===== config.mk =====
export PLATFORM = sky130hd
export DESIGN_NAME = rms_reset_seq
export DESIGN_NICKNAME = d
export VERILOG_FILES = /design/src/rtl/rms_pkg.sv /design/src/rtl/rms_reset_seq.sv
export SDC_FILE = /design/constraint.sdc
export NUM_CORES = 1
export LEC_CHECK = 0
export BUFFER_PORTS_ARGS = -buffer_cell sky130_fd_sc_hd__buf_2
export CAP_MARGIN = 20
export CORE_MARGIN = 2
export CORE_UTILIZATION = 55
export CTS_CLUSTER_SIZE = 25
export DETAILED_ROUTE_END_ITERATION = 6
export PLACE_DENSITY = 0.87
export SYNTH_ARGS = -nofsm -noshare
export SYNTH_HDL_FRONTEND = slang
export SYNTH_SLANG_ARGS = --single-unit

===== constraint.sdc =====
create_clock -name clk_i -period 6.1 [get_ports clk_i]
set_input_delay 1.22 -clock clk_i [delete_from_list [all_inputs] [get_ports clk_i]]
set_output_delay 1.22 -clock clk_i [all_outputs]
set_load 0.03 [all_outputs]

===== src/rtl/rms_pkg.sv =====
/*
 * Constants, register map, state encodings and the state record for the
 * reset sequencer, mode latch and clock distribution block.
 * Assumes a single 100 MHz bus clock and a 32-bit classic Wishbone slave.
 */
package rms_pkg;

    // ************************************************************
    // Clock and timing
    // ************************************************************
    localparam int unsigned CLK_HZ          = 100_000_000;
    localparam logic [5:0]  RST_DRIVE_CYC   = 6'd34;
    localparam logic [5:0]  RST_SAMPLE_CYC  = 6'd38;
    localparam logic [3:0]  BDC_BIT_LAST    = 4'd15;
    localparam logic [3:0]  BDC_SAMPLE_AT   = 4'd10;
    localparam logic [3:0]  BDC_ONE_LOW_END = 4'd4;
    localparam logic [3:0]  BDC_ZERO_LOW_END = 4'd13;
    localparam logic [2:0]  BDC_LAST_BIT    = 3'd7;
    localparam logic [3:0]  FF_WIN_LAST     = 4'd15;
    localparam logic [7:0]  FF_RATIO        = 8'd4;
    localparam logic [7:0]  FF_WIN_TICKS    = 8'd16;
    localparam logic [7:0]  FF_THRESH       = 8'(FF_RATIO * FF_WIN_TICKS);

    // ************************************************************
    // Register offsets (byte addresses)
    // ************************************************************
    localparam logic [7:0] OFS_CTRL     = 8'h00;
    localparam logic [7:0] OFS_CAUSE    = 8'h04;
    localparam logic [7:0] OFS_STATUS   = 8'h08;
    localparam logic [7:0] OFS_INT_STAT = 8'h0C;
    localparam logic [7:0] OFS_INT_MASK = 8'h10;
    localparam logic [7:0] OFS_BDC_TX   = 8'h14;
    localparam logic [7:0] OFS_BDC_RX   = 8'h18;

    // ************************************************************
    // Field positions
    // ************************************************************
    localparam int CTRL_CGO_SEL = 0;
    localparam int CTRL_BDC_CLK = 2;
    localparam int CTRL_RTI_SEL = 3;
    localparam int CTRL_ADC_SEL = 4;
    localparam int CTRL_STOP_RC = 5;
    localparam int CTRL_SW_RST  = 7;

    localparam int CAUSE_POR  = 0;
    localparam int CAUSE_PIN  = 1;
    localparam int CAUSE_COP  = 2;
    localparam int CAUSE_ILOP = 3;
    localparam int CAUSE_ILAD = 4;
    localparam int CAUSE_LVD  = 5;
    localparam int CAUSE_SW   = 6;

    localparam int EV_DONE   = 0;
    localparam int EV_BGMODE = 1;
    localparam int EV_PINLOW = 2;
    localparam int EV_RX     = 3;
    localparam int EV_TX     = 4;
    localparam int EV_FFS    = 5;

    localparam logic [1:0] CGO_XTAL = 2'b00;
    localparam logic [1:0] CGO_EXT  = 2'b01;
    localparam logic [1:0] CGO_DCO  = 2'b10;

    // ************************************************************
    // States and state record
    // ************************************************************
    typedef enum logic [3:0] {
        RS_RUN   = 4'b0001,
        RS_DRIVE = 4'b0010,
        RS_WAIT  = 4'b0100,
        RS_HOLD  = 4'b1000
    } rms_rst_state_t;

    typedef enum logic [1:0] {
        BD_IDLE = 2'b01,
        BD_BIT  = 2'b10
    } rms_bdc_state_t;

    typedef struct packed {
        rms_rst_state_t rs;
        logic [5:0]     rcnt;
        logic [7:0]     cause;
        logic           internal_src;
        logic           sys_reset;
        logic           bg_mode;
        logic           dbg_func;
        logic           selfclk;
        logic [1:0]     rpin_s;
        logic [1:0]     dpin_s;
        logic           dpin_prev;
        logic           rpin_o;
        logic           rpin_oe;
        logic [1:0]     cgo_sel;
        logic           bdc_clk_sel;
        logic           rti_sel;
        logic           adc_sel;
        logic           stop_rec;
        logic [7:0]     int_stat;
        logic [7:0]     int_mask;
        logic           irq;
        logic           ack;
        logic [31:0]    rdata;
        logic [7:0]     cgo_cnt;
        logic [3:0]     win_cnt;
        logic           ffs;
        logic           ff_phase;
        logic           ff_tick;
        rms_bdc_state_t bs;
        logic [3:0]     bcnt;
        logic [2:0]     bitn;
        logic [7:0]     tx;
        logic           tx_busy;
        logic [7:0]     rx;
        logic           dbg_o;
        logic           dbg_oe;
    } rms_state_t;

    localparam rms_state_t RMS_STATE_RST = '{
        rs:           RS_DRIVE,
        cause:        8'h01,
        internal_src: 1'b1,
        sys_reset:    1'b1,
        selfclk:      1'b1,
        rpin_s:       2'b11,
        dpin_s:       2'b11,
        dpin_prev:    1'b1,
        rpin_oe:      1'b1,
        cgo_sel:      CGO_DCO,
        bs:           BD_IDLE,
        default:      '0
    };

endpackage


===== src/rtl/rms_reset_seq.sv =====
/*
 * Reset pin sequencer, reset cause record, mode-select latch, minimal
 * single-wire debug bit engine and clock distribution selects.
 * Assumes internal reset sources and clock ticks are bus-clock pulses;
 * both pins are open drain with external pullups, resolved by the bench.
 */
// Design decisions made here: the Wishbone slave port and the register addresses.
// Behaviour
// [RQ1] Fixed-frequency select high when clock output exceeds four times reference.
// [RQ2] Clock output source is crystal, external clock or controlled oscillator.
// [RQ3] Any reset drives pin low 34 cycles, releases, samples 38 later.
// [RQ4] Internal reset expects pin sample high; low means external hold.
// [RQ5] Each reset cause sets its matching bit in cause register; code leaves pin bit clear when an internal source fires in the same cycle.
// [RQ6] Debug pin is mode input in reset; high gives normal mode.
// [RQ7] Debug pin low at reset release gives active background mode.
// [RQ8] After release the debug pin switches to debug communication.
// [RQ9] Debug link bit time is sixteen debug clock cycles; code counts sixteen bus clock cycles whatever the debug clock select.
// [RQ10] Device releasing the debug pin drives a short high speedup pulse.
// [RQ11] Self-clocked source runs during reset, optionally for stop recovery.
// [RQ12] Tools may select the local self clock as debug clock.
// [RQ13] Reference clock selectable for real-time interrupt and converter clock.
// [RQ14] Internal logic held in reset until sample taken and mode latched.
`timescale 1ns/1ps
`default_nettype none

module rms_reset_seq
(
    input  wire logic        clk_i,
    input  wire logic        rst_i,
    input  wire logic        wb_cyc_i,
    input  wire logic        wb_stb_i,
    input  wire logic        wb_we_i,
    input  wire logic [7:0]  wb_adr_i,
    input  wire logic [31:0] wb_dat_i,
    input  wire logic [3:0]  wb_sel_i,
    output logic      [31:0] wb_dat_o,
    output logic             wb_ack_o,
    input  wire logic        lvd_i,
    input  wire logic        cop_i,
    input  wire logic        ilop_i,
    input  wire logic        ilad_i,
    input  wire logic        cgo_tick_i,
    input  wire logic        erc_tick_i,
    input  wire logic        rst_pin_i,
    output logic             rst_pin_o,
    output logic             rst_pin_oe_o,
    input  wire logic        dbg_pin_i,
    output logic             dbg_pin_o,
    output logic             dbg_pin_oe_o,
    output logic             sys_reset_o,
    output logic             bg_mode_o,
    output logic             dbg_func_o,
    output logic             fixed_freq_select_o,
    output logic             ff_tick_o,
    output logic      [1:0]  cgo_sel_o,
    output logic             bdc_clk_sel_o,
    output logic             rti_clk_sel_o,
    output logic             adc_alt_clk_sel_o,
    output logic             selfclk_run_o,
    output logic             irq_o
);
    import rms_pkg::*;

    // ************************************************************
    // Address decode
    // ************************************************************
    function automatic logic rms_hit(input logic [7:0] a, input logic [7:0] ofs);
        rms_hit = (a[7:2] == ofs[7:2]);
    endfunction

    rms_state_t s_r;
    rms_state_t s_nxt;

    // ************************************************************
    // Next state
    // ************************************************************
    always_comb begin
        logic       req;
        logic       wr;
        logic [7:0] ev;
        logic [7:0] clr;
        logic       sw_rst;
        logic       int_trig;
        logic       ext_trig;
        logic       release_now;
        logic [3:0] low_end;
        req         = 1'b0;
        wr          = 1'b0;
        ev          = 8'h00;
        clr         = 8'h00;
        sw_rst      = 1'b0;
        int_trig    = 1'b0;
        ext_trig    = 1'b0;
        release_now = 1'b0;
        low_end     = 4'h0;
        s_nxt       = s_r;

        // Pin synchronisers
        s_nxt.rpin_s    = {s_r.rpin_s[0], rst_pin_i};
        s_nxt.dpin_s    = {s_r.dpin_s[0], dbg_pin_i};
        s_nxt.dpin_prev = s_r.dpin_s[1];

        // Bus slave, one wait state
        req       = wb_cyc_i & wb_stb_i & ~s_r.ack;
        wr        = req & wb_we_i & wb_sel_i[0];
        s_nxt.ack = req;
        if (req) begin
            s_nxt.rdata = 32'h0000_0000;
            if (rms_hit(wb_adr_i, OFS_CTRL)) begin
                s_nxt.rdata[5:0] = {s_r.stop_rec, s_r.adc_sel, s_r.rti_sel,
                                    s_r.bdc_clk_sel, s_r.cgo_sel};
            end else if (rms_hit(wb_adr_i, OFS_CAUSE)) begin
                s_nxt.rdata[7:0] = s_r.cause;
            end else if (rms_hit(wb_adr_i, OFS_STATUS)) begin
                s_nxt.rdata[8:0] = {s_r.tx_busy, s_r.rs, s_r.ffs, s_r.dbg_func,
                                    s_r.bg_mode, s_r.sys_reset};
            end else if (rms_hit(wb_adr_i, OFS_INT_STAT)) begin
                s_nxt.rdata[7:0] = s_r.int_stat;
            end else if (rms_hit(wb_adr_i, OFS_INT_MASK)) begin
                s_nxt.rdata[7:0] = s_r.int_mask;
            end else if (rms_hit(wb_adr_i, OFS_BDC_TX)) begin
                s_nxt.rdata[7:0] = s_r.tx;
            end else if (rms_hit(wb_adr_i, OFS_BDC_RX)) begin
                s_nxt.rdata[7:0] = s_r.rx;
            end
        end
        if (wr) begin
            if (rms_hit(wb_adr_i, OFS_CTRL)) begin
                // [RQ2] Clock source select
                s_nxt.cgo_sel = (wb_dat_i[CTRL_CGO_SEL+1]) ? CGO_DCO :
                                (wb_dat_i[CTRL_CGO_SEL] ? CGO_EXT : CGO_XTAL);
                // [RQ12] Debug clock select
                s_nxt.bdc_clk_sel = wb_dat_i[CTRL_BDC_CLK];
                // [RQ13] Reference clock routing
                s_nxt.rti_sel  = wb_dat_i[CTRL_RTI_SEL];
                s_nxt.adc_sel  = wb_dat_i[CTRL_ADC_SEL];
                s_nxt.stop_rec = wb_dat_i[CTRL_STOP_RC];
                sw_rst         = wb_dat_i[CTRL_SW_RST];
            end
            if (rms_hit(wb_adr_i, OFS_INT_STAT)) begin
                clr = wb_dat_i[7:0];
            end
            if (rms_hit(wb_adr_i, OFS_INT_MASK)) begin
                s_nxt.int_mask = wb_dat_i[7:0];
            end
            if (rms_hit(wb_adr_i, OFS_BDC_TX) && s_r.dbg_func && !s_r.tx_busy) begin
                s_nxt.tx      = wb_dat_i[7:0];
                s_nxt.tx_busy = 1'b1;
                s_nxt.bitn    = 3'd0;
            end
        end

        // ************************************************************
        // Reset sequencer
        // ************************************************************
        int_trig = lvd_i | cop_i | ilop_i | ilad_i | sw_rst;
        ext_trig = ~s_r.rpin_s[1];
        case (s_r.rs)
            RS_RUN: begin
                if (int_trig || ext_trig) begin
                    // [RQ5] Cause decode
                    s_nxt.cause = 8'h00;
                    s_nxt.cause[CAUSE_PIN]  = ~int_trig & ext_trig;
                    s_nxt.cause[CAUSE_COP]  = cop_i;
                    s_nxt.cause[CAUSE_ILOP] = ilop_i;
                    s_nxt.cause[CAUSE_ILAD] = ilad_i;
                    s_nxt.cause[CAUSE_LVD]  = lvd_i;
                    s_nxt.cause[CAUSE_SW]   = sw_rst;
                    s_nxt.internal_src      = int_trig;
                    // [RQ14] Hold internal logic
                    s_nxt.sys_reset = 1'b1;
                    s_nxt.dbg_func  = 1'b0;
                    s_nxt.bs        = BD_IDLE;
                    s_nxt.tx_busy   = 1'b0;
                    s_nxt.bitn      = 3'd0;
                    s_nxt.dbg_oe    = 1'b0;
                    // [RQ3] Start low drive
                    s_nxt.rpin_oe   = 1'b1;
                    s_nxt.rcnt      = 6'd0;
                    s_nxt.rs        = RS_DRIVE;
                end
            end
            RS_DRIVE: begin
                // [RQ3] Low for 34 cycles
                s_nxt.rcnt = s_r.rcnt + 6'd1;
                if (s_r.rcnt == RST_DRIVE_CYC - 6'd1) begin
                    s_nxt.rpin_oe = 1'b0;
                    s_nxt.rcnt    = 6'd0;
                    s_nxt.rs      = RS_WAIT;
                end
            end
            RS_WAIT: begin
                // [RQ3] Sample 38 cycles later
                s_nxt.rcnt = s_r.rcnt + 6'd1;
                if (s_r.rcnt == RST_SAMPLE_CYC - 6'd1) begin
                    if (s_r.rpin_s[1]) begin
                        release_now = 1'b1;
                    end else begin
                        // [RQ4] Unexpected low sample
                        if (s_r.internal_src) begin
                            ev[EV_PINLOW] = 1'b1;
                        end
                        s_nxt.cause[CAUSE_PIN] = 1'b1;
                        s_nxt.rs               = RS_HOLD;
                    end
                end
            end
            RS_HOLD: begin
                // [RQ14] Wait for pin release
                if (s_r.rpin_s[1]) begin
                    release_now = 1'b1;
                end
            end
            default: begin
                s_nxt.rs = RS_RUN;
            end
        endcase
        if (release_now) begin
            // [RQ6] Latch mode at release
            s_nxt.bg_mode   = ~s_r.dpin_s[1];
            // [RQ7] Background mode event
            ev[EV_BGMODE]   = ~s_r.dpin_s[1];
            // [RQ8] Pin becomes debug wire
            s_nxt.dbg_func  = 1'b1;
            s_nxt.sys_reset = 1'b0;
            s_nxt.rs        = RS_RUN;
            ev[EV_DONE]     = 1'b1;
        end

        // ************************************************************
        // Debug bit engine
        // ************************************************************
        low_end = s_r.tx[7] ? BDC_ONE_LOW_END : BDC_ZERO_LOW_END;
        case (s_r.bs)
            BD_IDLE: begin
                if (s_r.dbg_func && s_r.dpin_prev && !s_r.dpin_s[1] && !s_r.dbg_oe) begin
                    s_nxt.bs   = BD_BIT;
                    s_nxt.bcnt = 4'd0;
                    if (s_r.tx_busy) begin
                        s_nxt.dbg_o  = 1'b0;
                        s_nxt.dbg_oe = 1'b1;
                    end
                end
            end
            BD_BIT: begin
                // [RQ9] Sixteen cycle bit time
                s_nxt.bcnt = s_r.bcnt + 4'd1;
                if (s_r.tx_busy) begin
                    // [RQ10] Speedup pulse then release
                    if (s_r.bcnt == low_end) begin
                        s_nxt.dbg_o = 1'b1;
                    end else if (s_r.bcnt == low_end + 4'd1) begin
                        s_nxt.dbg_oe = 1'b0;
                        s_nxt.dbg_o  = 1'b0;
                    end
                end else if (s_r.bcnt == BDC_SAMPLE_AT) begin
                    s_nxt.rx = {s_r.rx[6:0], s_r.dpin_s[1]};
                end
                if (s_r.bcnt == BDC_BIT_LAST) begin
                    s_nxt.bs   = BD_IDLE;
                    s_nxt.bitn = s_r.bitn + 3'd1;
                    if (s_r.tx_busy) begin
                        s_nxt.tx = {s_r.tx[6:0], 1'b0};
                    end
                    if (s_r.bitn == BDC_LAST_BIT) begin
                        ev[EV_TX]     = s_r.tx_busy;
                        ev[EV_RX]     = ~s_r.tx_busy;
                        s_nxt.tx_busy = 1'b0;
                    end
                end
            end
            default: begin
                s_nxt.bs = BD_IDLE;
            end
        endcase

        // ************************************************************
        // Fixed-frequency select
        // ************************************************************
        if (cgo_tick_i && s_r.cgo_cnt != 8'hFF) begin
            s_nxt.cgo_cnt = s_r.cgo_cnt + 8'd1;
        end
        if (erc_tick_i) begin
            s_nxt.win_cnt  = s_r.win_cnt + 4'd1;
            s_nxt.ff_phase = ~s_r.ff_phase;
            if (s_r.win_cnt == FF_WIN_LAST) begin
                // [RQ1] Compare against four times reference
                s_nxt.ffs     = (s_nxt.cgo_cnt > FF_THRESH);
                ev[EV_FFS]    = (s_nxt.ffs != s_r.ffs);
                s_nxt.cgo_cnt = 8'd0;
            end
        end
        // [RQ1] Reference over two or bus clock
        s_nxt.ff_tick = s_nxt.ffs ? (erc_tick_i & s_r.ff_phase) : 1'b1;

        // ************************************************************
        // Interrupts and clocks
        // ************************************************************
        s_nxt.int_stat = (s_r.int_stat & ~clr) | ev;
        s_nxt.irq      = |(s_nxt.int_stat & s_nxt.int_mask);
        // [RQ11] Self clock during reset
        s_nxt.selfclk  = (s_nxt.rs != RS_RUN) | s_nxt.stop_rec;
    end

    // ************************************************************
    // State register
    // ************************************************************
    always_ff @(posedge clk_i) begin
        if (rst_i) begin
            s_r <= RMS_STATE_RST;
        end else begin
            s_r <= s_nxt;
        end
    end

    // ************************************************************
    // Outputs
    // ************************************************************
    assign wb_dat_o            = s_r.rdata;
    assign wb_ack_o            = s_r.ack;
    assign rst_pin_o           = s_r.rpin_o;
    assign rst_pin_oe_o        = s_r.rpin_oe;
    assign dbg_pin_o           = s_r.dbg_o;
    assign dbg_pin_oe_o        = s_r.dbg_oe;
    assign sys_reset_o         = s_r.sys_reset;
    assign bg_mode_o           = s_r.bg_mode;
    assign dbg_func_o          = s_r.dbg_func;
    assign fixed_freq_select_o = s_r.ffs;
    assign ff_tick_o           = s_r.ff_tick;
    assign cgo_sel_o           = s_r.cgo_sel;
    assign bdc_clk_sel_o       = s_r.bdc_clk_sel;
    assign rti_clk_sel_o       = s_r.rti_sel;
    assign adc_alt_clk_sel_o   = s_r.adc_sel;
    assign selfclk_run_o       = s_r.selfclk;
    assign irq_o               = s_r.irq;

endmodule

`default_nettype wire


======== Word-level counts from Yosys, hierarchy flattened ========
Index checks and enable logic that the tools add are counted.
cells by class
  $add $sub $neg .......................... 6
  $mul .................................... 0
  divide/modulo/power cells ............... 0
  $lt $le $gt $ge ......................... 1
  eq/ne operators ......................... 31
  shift operators ......................... 0
  muxes and demuxes ....................... 83
  bitwise operators ....................... 21
  reduce and logical (&&, ||, !) cells .... 27
operators by type and width
  kind                                                            number
  2-to-1 mux 8 bit                                                15
  2-to-1 mux 20 bit                                               2
  2-to-1 mux 12 bit                                               3
  2-to-1 mux 1 bit                                                31
  2-to-1 mux 2 bit                                                12
  == test 6 x 3 -> 1 bit (second input constant)                  3
  one-hot mux 6 bit (3 select lines)                              1
  bitwise AND 8 bit                                               2
  == test 4 bit (second input constant)                           4
  2-to-1 mux 4 bit                                                4
  one-hot mux 4 bit (4 select lines)                              1
  2-to-1 mux 14 bit                                               1
  inequality test 2 bit (second input constant)                   7
  adder 4 x 1 -> 4 bit (second input constant)                    3
  == test 6 x 2 -> 1 bit (second input constant)                  2
  == test 6 bit (second input constant)                           2
  2-to-1 mux 3 bit                                                4
  2-to-1 mux 6 bit                                                2
  2-to-1 mux 10 bit                                               1
  AND reduction 2 bit                                             5
  nonzero test 2 bit                                              5
  adder 8 x 1 -> 8 bit (second input constant)                    1
  == test 4 bit                                                   2
  greater-than comparator 8 x 7 -> 1 bit (second input constant)  1
  30 further kinds                                                55
storage, ports and cells
  register bits ........................... 104
  latch bits .............................. 0
  memory bits (writable) .................. 0
  memory bits (read-only) ................. 0
  input port bits ......................... 57
  output and inout bits ................... 49
  word-level logic and storage cells ...... 205
  memories ................................ 0

======== Longest topological paths before layout ========
Gate-level depths: netlist (run 1).
  depth after elaboration ................. 13
  mapped depth ............................ 9
  depth with buffers taken out ............ 9

======== Worst setup path after synthesis (run 1) ========
OpenSTA, ideal clock, no wires.
  path kind ............................... in2reg
  start ................................... input port wb_adr_i[7]
  end ..................................... register s_r (netlist bit irq_o)
  library setup time ...................... 114 ps
  data arrival time ....................... 3,289 ps
  setup slack ............................. 2,697 ps
  cell stages on the path ................. 7
  cells stage by stage .................... or3_1 buf_6 nor4_4 mux2_2 a2111oi_1 a21oi_1 a21o_1
on the way
  word-level cells in the longest chain between the ends .. 8
  elaborated cells between the ends (all ways) .. 11
RTL lines
  item                       line                  text
  from (decl)                rms_reset_seq.sv:33   input wire logic [7:0] wb_adr_i,
  == test 6 x 2 -> 1 bit     rms_reset_seq.sv:68   rms_hit = (a[7:2] == ofs[7:2]);
  2-to-1 mux 8 bit           rms_reset_seq.sv:140  if (rms_hit(wb_adr_i, OFS_INT_STAT)) begin
  2-to-1 mux 8 bit           rms_reset_seq.sv:127  if (wr) begin
  inverter 8 bit             rms_reset_seq.sv:299  s_nxt.int_stat = (s_r.int_stat & ~clr) | ev;
  bitwise AND 8 bit          rms_reset_seq.sv:299
  bitwise OR 8 x 6 -> 8 bit  rms_reset_seq.sv:299
  bitwise AND 8 bit *        rms_reset_seq.sv:300  s_nxt.irq = |(s_nxt.int_stat & s_nxt.int_mask);
  OR reduction 8 bit *       rms_reset_seq.sv:300
  to (signal assigned)       rms_reset_seq.sv:312  s_r <= s_nxt;
  to (decl)                  rms_reset_seq.sv:71   rms_state_t s_r;
Mark *: on every way between the ends. The rest lies on a longest branch, timed or not.
A chain may end at the register's enable or synchronous reset.

======== Final worst setup path (run 1) ========
  start ................................... input port wb_stb_i
  end ..................................... register s_r[19] (netlist bit)
on the way
  word-level cells in the longest chain between the ends .. 11
  elaborated cells between the ends (all ways) .. 12
RTL lines
  item                              line                  text
  from (decl)                       rms_reset_seq.sv:31   input wire logic wb_stb_i,
  bitwise AND 1 bit * (2 in a row)  rms_reset_seq.sv:104  req = wb_cyc_i & wb_stb_i & ~s_r.ack;
  bitwise AND 1 bit * (2 in a row)  rms_reset_seq.sv:105  wr = req & wb_we_i & wb_sel_i[0];
  2-to-1 mux 1 bit                  rms_reset_seq.sv:127
  bitwise OR 1 bit                  rms_reset_seq.sv:156  int_trig = lvd_i | cop_i | ilop_i | ilad_i | sw_rst;
  logical OR 1 bit                  rms_reset_seq.sv:160  if (int_trig || ext_trig) begin
  2-to-1 mux 3 bit                  rms_reset_seq.sv:160
  2-to-1 mux 3 bit *                rms_reset_seq.sv:158  case (s_r.rs)
  2-to-1 mux 12 bit                 rms_reset_seq.sv:259  if (s_r.bcnt == BDC_BIT_LAST) begin
  2-to-1 mux 20 bit *               rms_reset_seq.sv:234  case (s_r.bs)
Marked as above.

==> metrics.md, run 1 <==
| Metric | Value |
|---|---|
| Outcome | `completed` |
| Period minus WS final | `3.96 ns` |
| M3 GR Usage | `4.24%` |
| Sequence of cells on the critical path | `buf_2, nand3b_1, nor4_4, a21oi_2, a21boi_1, nor2_1, nand3_1, a21oi_1` |
| FF+latch count, synth | `104` |
| Worst setup margin | `2.14 ns` |
| Area Overhead vs Synth | `5.95%` |
| Most common cell after layout, fill and taps aside | `dfxtp_1` |
| Pwr per Cell Area | `233 nW/um^2` |
| Mapped Cells | `619` |
| Grt ovf | `0` |
| CTS Buf Count | `9` |
| Synth Cell Area | `5280 sq um` |
| RSZ-0062 raised after global routing | `no` |
| DRT Pass-1 Iters | `5` |
| Starting Density | `56.9%` |
| Die W | `102 um` |
| Worst r2r path cells | `7` |
| Die Ht | `102 um` |
| Fmax | `253 MHz` |
| CP required | `6.30 ns` |
| GPL Wtd Cong | `0.938` |
| Yosys top cell by area | `dfxtp_1` |
| Maximum vdd drop | `161 uV` |
| Hold path cells | `1` |
| Final worst path period share | `64.9%` |
| Async SR Flop Fraction | `0%` |
| PortBufs | `52` |
| MaxCap Viol Count | `0` |
| CTS resizes | `0` |
| Hold WC Path Type | `reg2reg` |
| Final Cell Area | `5600 sq um` |
| GR peak layer | `met2` |
| Setup crit start kind | `primary input` |
| Sequential fraction of the synthesis area | `39.4%` |
| Rel. slew slack | `34.0%` |
| Final ANT Viol Nets | `0` |
| Critical-path top delay cell | `nor4_4` |
| Slew Limit Fails | `0` |
| Vias in the first global route | `4167` |
| Crit-path max FO | `24` |
| Core Region | `9280 sq um` |
| Met2 usage | `39.5%` |
| Clk sink count | `104` |
| Setup violators final | `0` |
| Die area | `10400 sq um` |
| Post-CTS Setup Bufs | `0` |
| Delay of the slowest cell on the worst path | `0.92 ns` |
| Leakage | `2.21 nW` |
| Largest delay contributor family on the critical path | `simple AND/OR/NAND/NOR gates` |
| Area fraction of the dominant cell type after synthesis | `39.4%` |
| H-tree depth | `3` |
| Critical path class | `in2reg` |
| CTS Root Cell | `clkbuf_8` |
| Largest net degree at the start of global routing | `84` |
| Layout Skew | `0.0161 ns` |
| Detail Placement HPWL | `8810 um` |
| Dpl ws | `1.80 ns` |
| Number of flops mapped to enable cells by yosys | `0` |
| Total negative slack | `0 ns` |
| Most frequent cells in the layout | `dfxtp_1, nor2_1, buf_2` |
| Max clock buf depth | `2` |
| First-pass GRT wire length | `20000 um` |
| Syn_area_per_cell | `8.53 sq um` |
| Top post-synthesis cells by area | `dfxtp_1, mux2i_1, nor2_1` |
| Top_reg_cell synth | `dfxtp_1` |
| I/O pin count | `106` |
| Worst setup EP type | `flip-flop` |
| WL/cell | `15.7 um` |
| Skew-Pair Late Insertion Delay | `0.37 ns` |
| Core Rows | `35` |
| YS warnings | `0` |
| Layout fillers | `817` |
| DR iter-0 viols | `245` |
| CP Buf/Inv Count | `1` |
| DR vias | `4457` |
| Residual DRC count | `0` |
| Critical path depth | `8` |
| Inserted Diodes | `0` |
| Post-CTS Hold Buffers | `0` |
| CTS tree | `built` |
| Share of cells above drive strength 1 | `14.3%` |
| Fin nets | `706` |
| Crit path DAT | `4.16 ns` |
| Total GRT Usage | `24.2%` |
| WL final | `12200 um` |
| Post-synth cell types | `68` |
| Initial antenna violation count | `0` |
| GRT met1 Usage | `31.5%` |
| DR vias/cell | `5.77` |
| Final Hold Vio Count | `0` |
| Slew @ Worst Pin | `0.987 ns` |
| Worst-path clk slew | `0.10 ns` |
| Placement Cell Area | `5400 sq um` |
## worst paths after layout
kind                                             from               endpoint  slack [ns]
worst min-delay path            s_nxt[103]$_SDFF_PP1_  s_nxt[101]$_SDFF_PP1_        0.41
worst max register to register    wb_ack_o$_SDFF_PP0_     s_r[19]$_SDFF_PP0_        2.67
worst min register to register  s_nxt[103]$_SDFF_PP1_  s_nxt[101]$_SDFF_PP1_        0.41
worst max-delay path                         wb_stb_i     s_r[19]$_SDFF_PP0_        2.14
## layer usage
metal  vias up  part of all wire, %
met1      2082                   42
met4         0                  2.6
met3        27                  7.3
li1       2163                    -
met2       185                   48
met5         -                    0
## sequential cells by signal (all words and copies together) (netlist names), 2 cells and up
name       flops
wb_dat_o       9
s_nxt          3
cgo_sel_o      2
s_r           76
## synth_stat cells, types with 3 or more instances
library cell / number
o22ai_1: 5
buf_4: 35
a21oi_1: 49
nand3b_1: 3
buf_1: 6
and3_1: 3
nand2b_1: 8
a211oi_1: 12
xnor2_1: 6
or2_2: 6
inv_1: 13
nor3_1: 9
nor2b_1: 11
o21ai_0: 26
and2_1: 3
mux2i_1: 43
buf_2: 4
a31oi_1: 4
dfxtp_1: 104
clkbuf_1: 21
xor2_1: 8
mux2_2: 3
o221ai_1: 4
nand3_1: 16
nand4_1: 7
or3_1: 3
ha_1: 10
nor4_1: 4
a211o_1: 5
a21o_1: 4
nor2_1: 85
nand2_1: 48
## logic make-up after synthesis
group                      after synthesis  synth area share, %
buffers and inverters                   81                 8.62
xor gates and xnor gates                14                 2.32
other                                    1               0.0710
AOI/OAI and AO/OA                      137                 16.6
and+or+nand+nor                        226                 21.8
adders and majority gates               10                 2.37
DFF                                    104                 39.4
muxes                                   46                 8.79
## power by group
group	total (mW)	leakage [nW]	internal [mW]	switching (mW)
logic	0.165	1.26	0.0523	0.113
registers	0.710	0.842	0.694	0.0153
clock network	0.429	0.101	0.203	0.226
total	1.30	2.21	0.950	0.354
## cell type report
class                   instances  area, sq um  area share (%)
repair buffers                 54          275            4.92
inverters                      13         48.8           0.872
clock inverters                 4         52.6           0.939
multi-input cells             457         2830            50.6
clock buffers                  12          145            2.59
flip-flops and latches        104         2080            37.2
well taps                     129          161            2.88
## through the flow
stage / hold slack, ns / util (%) / total power, mW / instances
after global placement: 0.395 / 58.2 / 0.878 / 757
final: 0.413 / 60.3 / 1.30 / 773
after detailed placement: 0.394 / 58.2 / 0.887 / 757
after floorplan: 0.389 / - / 0.859 / 642
after global routing: 0.425 / 60.3 / 1.36 / 773
after CTS: 0.413 / 60.3 / 1.31 / 773
(Power assumes the default switching activity.)
==> run 2, diff against run 1 <==
- CORE_UTILIZATION: 55 -> 50
- PLACE_DENSITY: 0.87 -> 0.83
- clock period: 6.1 -> 3.6 ns (I/O delays scaled with it)
==> run 2 against run 1 <==
  * Sequential share of layout area is 0.69 points lower
  * Critical endpoint is now irq_o$_SDFF_PP0_
  * Utilization is 4.8 points lower
  * Power is 74% higher
  * Sequential cell count stayed put
  * Clock power is 83% higher
  * Die area is 9.6% higher
  * Cell count is 2.2% higher
  * Sequential power is 69% higher
  * Clock skew is 0.0024 ns higher
  * Clock-buffer cell count is 3 lower
==> metrics.md, run 2 (same netlist as run 1, synthesis figures left out) <==
| Metric | Value |
|---|---|
| Clk sink count | `104` |
| Largest net degree at the start of global routing | `38` |
| Final worst path period share | `79.0%` |
| Core Region | `10300 sq um` |
| Final Hold Vio Count | `0` |
| Die area | `11400 sq um` |
| Layout fillers | `926` |
| First-pass GRT wire length | `20500 um` |
| FF/Latch Area | `2080 sq um` |
| Inserted Diodes | `0` |
| FF-to-FF End | `irq_o$_SDFF_PP0_` |
| Max clock buf depth | `2` |
| Biggest register | `s_r` |
| NetSw | `0.659 mW` |
| Die W | `107 um` |
| Setup crit start kind | `primary input` |
| Detail Placement HPWL | `9070 um` |
| DR iter-0 viols | `267` |
| GPL Wtd Cong | `0.913` |
| R2R Path Start | `wb_ack_o$_SDFF_PP0_` |
| MaxCap Viol Count | `0` |
| Critical path class | `in2reg` |
| Worst r2r path cells | `7` |
| Switching portion of total power | `29.0%` |
| RSZ-0062 raised after global routing | `no` |
| CTS resizes | `0` |
| Worst-path clk slew | `0.12 ns` |
| H-tree depth | `3` |
| Share of cells above drive strength 1 | `15.9%` |
| Rel. slew slack | `47.8%` |
| Worst reg2reg setup slack | `1.02 ns` |
| Setup violators final | `0` |
| Most frequent cells in the layout | `dfxtp_1, nor2_1, buf_2` |
| Hold path cells | `1` |
| Most common cell after layout, fill and taps aside | `dfxtp_1` |
| Area of the multi-input gates | `2830 sq um` |
| Total GRT Usage | `22.2%` |
| Logic pwr share | `12.5%` |
| CTS tree | `built` |
| Post-CTS Setup Bufs | `0` |
| Max reg flops | `76` |
| Hold_sp | `s_nxt[105]$_SDFF_PP1_` |
| Sequential share of power | `53.0%` |
| CTS Root Cell | `clkbuf_8` |
| Pwr per Cell Area | `398 nW/um^2` |
| Skew-Pair Late Insertion Delay | `0.38 ns` |
| Post-CTS Hold Buffers | `0` |
| Initial antenna violation count | `0` |
| Period minus WS final | `2.84 ns` |
| Leakage | `2.27 nW` |
| Crit-path max FO | `6` |
| Layout Skew | `0.0185 ns` |
| Residual DRC count | `0` |
| Clk network pwr share | `34.5%` |
| PortBufs | `52` |
| Maximum vdd drop | `238 uV` |
| Cell Int Power | `1.61 mW` |
| DR vias/cell | `5.74` |
| CTS Buf Count | `9` |
| Crit path DAT | `3.12 ns` |
| DR vias | `4531` |
| Starting Density | `51.4%` |
| Hold WC Path Type | `reg2reg` |
| Outcome | `completed` |
| Fmax | `352 MHz` |
| WL final | `12300 um` |
| Die Ht | `107 um` |
| Fin nets | `716` |
| WL/cell | `15.6 um` |
| CP required | `3.87 ns` |
| Area Overhead vs Synth | `7.93%` |
| Total design power | `2.27 mW` |
| Hold path endpoint | `s_r[105]$_SDFF_PP1_` |
| Total negative slack | `0 ns` |
| Grt ovf | `0` |
| Slew @ Worst Pin | `0.780 ns` |
| DRT Pass-1 Iters | `5` |
| Slew Limit Fails | `0` |
| Core Rows | `37` |
| Vias in the first global route | `4264` |
| Worst setup EP type | `flip-flop` |
| Final ANT Viol Nets | `0` |
| I/O pin count | `106` |
[run 2: per-layer routing]
layer	vias up	track usage [%]	part of all wire, %
met5	-	0	0
met4	0	7.05	2.3
met3	21	4.13	6.0
met2	168	37.6	48
met1	2160	28.6	44
li1	2182	-	-
[run 2: area by class of cell]
class / count / area share [%]
Clock buffer: 9 / 2.17
Clock inverter: 7 / 1.67
Inverter: 13 / 0.856
Multi-Input combinational cell: 457 / 49.7
Sequential cell: 104 / 36.5
Tap cell: 136 / 2.98
Timing Repair Buffer: 64 / 6.14
[run 2: stage by stage]
step,util (%),setup WS (ns),hold slack (ns),instance area [sq um],instances
finish,55.5,0.756,0.410,5700,790
global route,55.5,0.647,0.450,5700,790
CTS,55.5,0.800,0.419,5700,790
detailed placement,53.3,0.405,0.401,5480,774
global placement,53.3,0.415,0.394,5480,774
floorplan,-,0.697,0.389,5370,642
[run 2: how the worst max path moves through the flow]
stage,startpoint,end,slack (ns),cells past startpoint
final,wb_adr_i[7],irq_o$_SDFF_PP0_,0.76,8
after global placement,wb_adr_i[7],irq_o$_SDFF_PP0_,0.41,7
after detailed placement,wb_adr_i[7],irq_o$_SDFF_PP0_,0.41,8
after floorplan,wb_adr_i[7],irq_o$_SDFF_PP0_,0.70,7
after global routing,wb_adr_i[7],irq_o$_SDFF_PP0_,0.65,8
after CTS,wb_adr_i[7],irq_o$_SDFF_PP0_,0.80,8
[run 2: worst max-delay path: stages]
cell	delay [ns]
buf_2	0.11
or3_1	0.50
nor4_4	0.58
mux2i_1	0.32
o22ai_1	0.13
a2111oi_1	0.44
a21oi_1	0.14
a21o_1	0.17
[run 2: power groups by stage]
stage / clock network, mW / registers [mW] / logic, mW
after global routing: 0.834 / 1.21 / 0.314
after floorplan: 0 / 1.23 / 0.227
after detailed placement: 0 / 1.23 / 0.280
final: 0.784 / 1.20 / 0.284
after CTS: 0.791 / 1.20 / 0.282
after global placement: 0 / 1.23 / 0.269
==> run 3, diff against run 2 <==
- clock period: 3.6 -> 2.6 ns (I/O delays scaled with it)
==> run 3 against run 2 <==
  * Power is 35% higher
  * Routed wire length increased by 4.0%
  * Sequential cell count unchanged
  * Die area did not move
  * Worst hold slack worse by 0.088 ns
  * Global-route usage grew 0.99 points
  * Clock power rose by 25%
  * Clock-buffer cell count unchanged
  * Sequential share of layout area is 1.2 points lower
  * Clock skew decreased by 0.0080 ns
  * Critical path type unchanged
  * Critical endpoint unchanged
  * Largest power group unchanged
==> metrics.md, run 3 (same netlist as run 1, synthesis figures left out) <==
| Metric | Value |
|---|---|
| Outcome | `completed` |
| Period minus WS final | `2.50 ns` |
| Core Region | `10300 sq um` |
| Residual DRC count | `0` |
| Slew Limit Fails | `0` |
| Layout fillers | `913` |
| Slew @ Worst Pin | `0.695 ns` |
| NetSw | `0.850 mW` |
| Post-CTS Hold Buffers | `0` |
| MaxCap Viol Count | `0` |
| DRT Pass-1 Iters | `5` |
| Area Overhead vs Synth | `11.7%` |
| Leakage | `2.39 nW` |
| Worst setup EP type | `flip-flop` |
| Layout Skew | `0.0106 ns` |
| Rel. slew slack | `53.2%` |
| Pwr per Cell Area | `519 nW/um^2` |
| Share of cells above drive strength 1 | `19.0%` |
| Initial antenna violation count | `0` |
| DR vias/cell | `5.68` |
| Fin nets | `741` |
| Cell Int Power | `2.21 mW` |
| Max clock buf depth | `2` |
| Sequence of cells on the critical path | `buf_2, or4_4, or4_4, o21ai_0, o22ai_1, a2111oi_2, a21oi_1, a21o_1` |
| Die W | `107 um` |
| Final Hold Vio Count | `0` |
| Total design power | `3.06 mW` |
| Die Ht | `107 um` |
| Skew-Pair Late Insertion Delay | `0.37 ns` |
| Critical Path Most Common Cell | `or4_4` |
| Vias in the first global route | `4579` |
| CP Buf/Inv Count | `1` |
| Post-CTS Setup Bufs | `0` |
| Grt ovf | `0` |
| DR vias | `4624` |
| CTS Buf Count | `9` |
| Sequential share of power | `54.4%` |
| Worst-path clk slew | `0.09 ns` |
| Clk network pwr share | `32.0%` |
| WL final | `12800 um` |
| Setup violators final | `0` |
| CTS tree | `built` |
| Non-filler cells in the finished layout | `814` |
| Critical-path top delay cell | `or4_4` |
| Starting Density | `51.4%` |
| Biggest register | `s_r` |
| H-tree depth | `3` |
| PortBufs | `52` |
| Maximum vdd drop | `323 uV` |
| Inserted Diodes | `0` |
| Hold WC Path Type | `in2reg` |
| Setup crit start kind | `primary input` |
| Logic pwr share | `13.7%` |
| Fmax | `401 MHz` |
| Core Rows | `37` |
| Die area | `11400 sq um` |
| Largest delay contributor family on the critical path | `compound AO/OA/AOI/OAI gates` |
| Critical path class | `in2reg` |
| CP required | `2.87 ns` |
| Clk sink count | `104` |
| CTS Root Cell | `clkbuf_8` |
| First-pass GRT wire length | `21200 um` |
| Most frequent cells in the layout | `dfxtp_1, nor2_1, buf_2` |
| Placed insts | `799` |
| Crit-path max FO | `4` |
| Total GRT Usage | `23.2%` |
| RSZ-0062 raised after global routing | `no` |
| Switching portion of total power | `27.7%` |
| I/O pin count | `106` |
| WL/cell | `15.7 um` |
| Detail Placement HPWL | `9550 um` |
| Final worst path period share | `96.0%` |
| Final ANT Viol Nets | `0` |
| Total negative slack | `0 ns` |
| GPL Wtd Cong | `0.932` |
| Crit path DAT | `2.77 ns` |
| Max reg flops | `76` |
| Most common cell after layout, fill and taps aside | `dfxtp_1` |
| DR iter-0 viols | `241` |
| Largest net degree at the start of global routing | `49` |
| Delay of the slowest cell on the worst path | `0.56 ns` |
-- run 3: through the flow --
step | utilization [%] | instance area [sq um] | hold WS, ns | setup WS (ns)
after global placement | 55.5 | 5710 | 0.396 | -0.234
after CTS | 57.3 | 5890 | 0.309 | 0.0630
final | 57.4 | 5900 | 0.323 | 0.103
after floorplan | - | 5370 | 0.389 | 0.0279
after global routing | 57.4 | 5900 | 0.310 | 0.0393
after detailed placement | 55.5 | 5710 | 0.394 | -0.291
-- run 3: final timing paths --
kind                                            start               endpoint  slack (ns)  depth (start not counted)
worst max-delay path                      wb_adr_i[7]       irq_o$_SDFF_PP0_        0.10                          8
worst max register to register    wb_ack_o$_SDFF_PP0_       irq_o$_SDFF_PP0_        0.16                          9
worst min-delay path                        rst_pin_i  s_nxt[105]$_SDFF_PP1_        0.32                          2
worst min register to register  s_nxt[103]$_SDFF_PP1_  s_nxt[101]$_SDFF_PP1_        0.42                          1
-- run 3: layout make-up --
cell class,instances,area (sq um),share of cell area (%)
Clock buffer,9,124,2.10
Clock inverter,6,61.3,1.04
Inverter,13,48.8,0.827
Multi-Input combinational cell,457,2840,48.1
Sequential cell,104,2080,35.3
Tap cell,136,170,2.89
Timing Repair Buffer,89,576,9.76
-- run 3: what timing repair did --
action                     CTS  global route
setup endpoints to repair    0             1
hold endpoints to repair     0             0
gates resized for setup      0             1
-- run 3: per-layer routing --
metal,GRT usage (%),routed length [um]
met1,27.7,5410
met2,40.0,6190
met3,5.59,821
met4,9.28,381
met5,0,0
-- run 3: power groups by stage --
stage	clock network [mW]	logic, mW	registers, mW
after detailed placement	0	0.414	1.70
after floorplan	0	0.314	1.70
after global routing	1.07	0.461	1.67
after global placement	0	0.397	1.70
after CTS	1.00	0.415	1.67
final	0.979	0.418	1.67
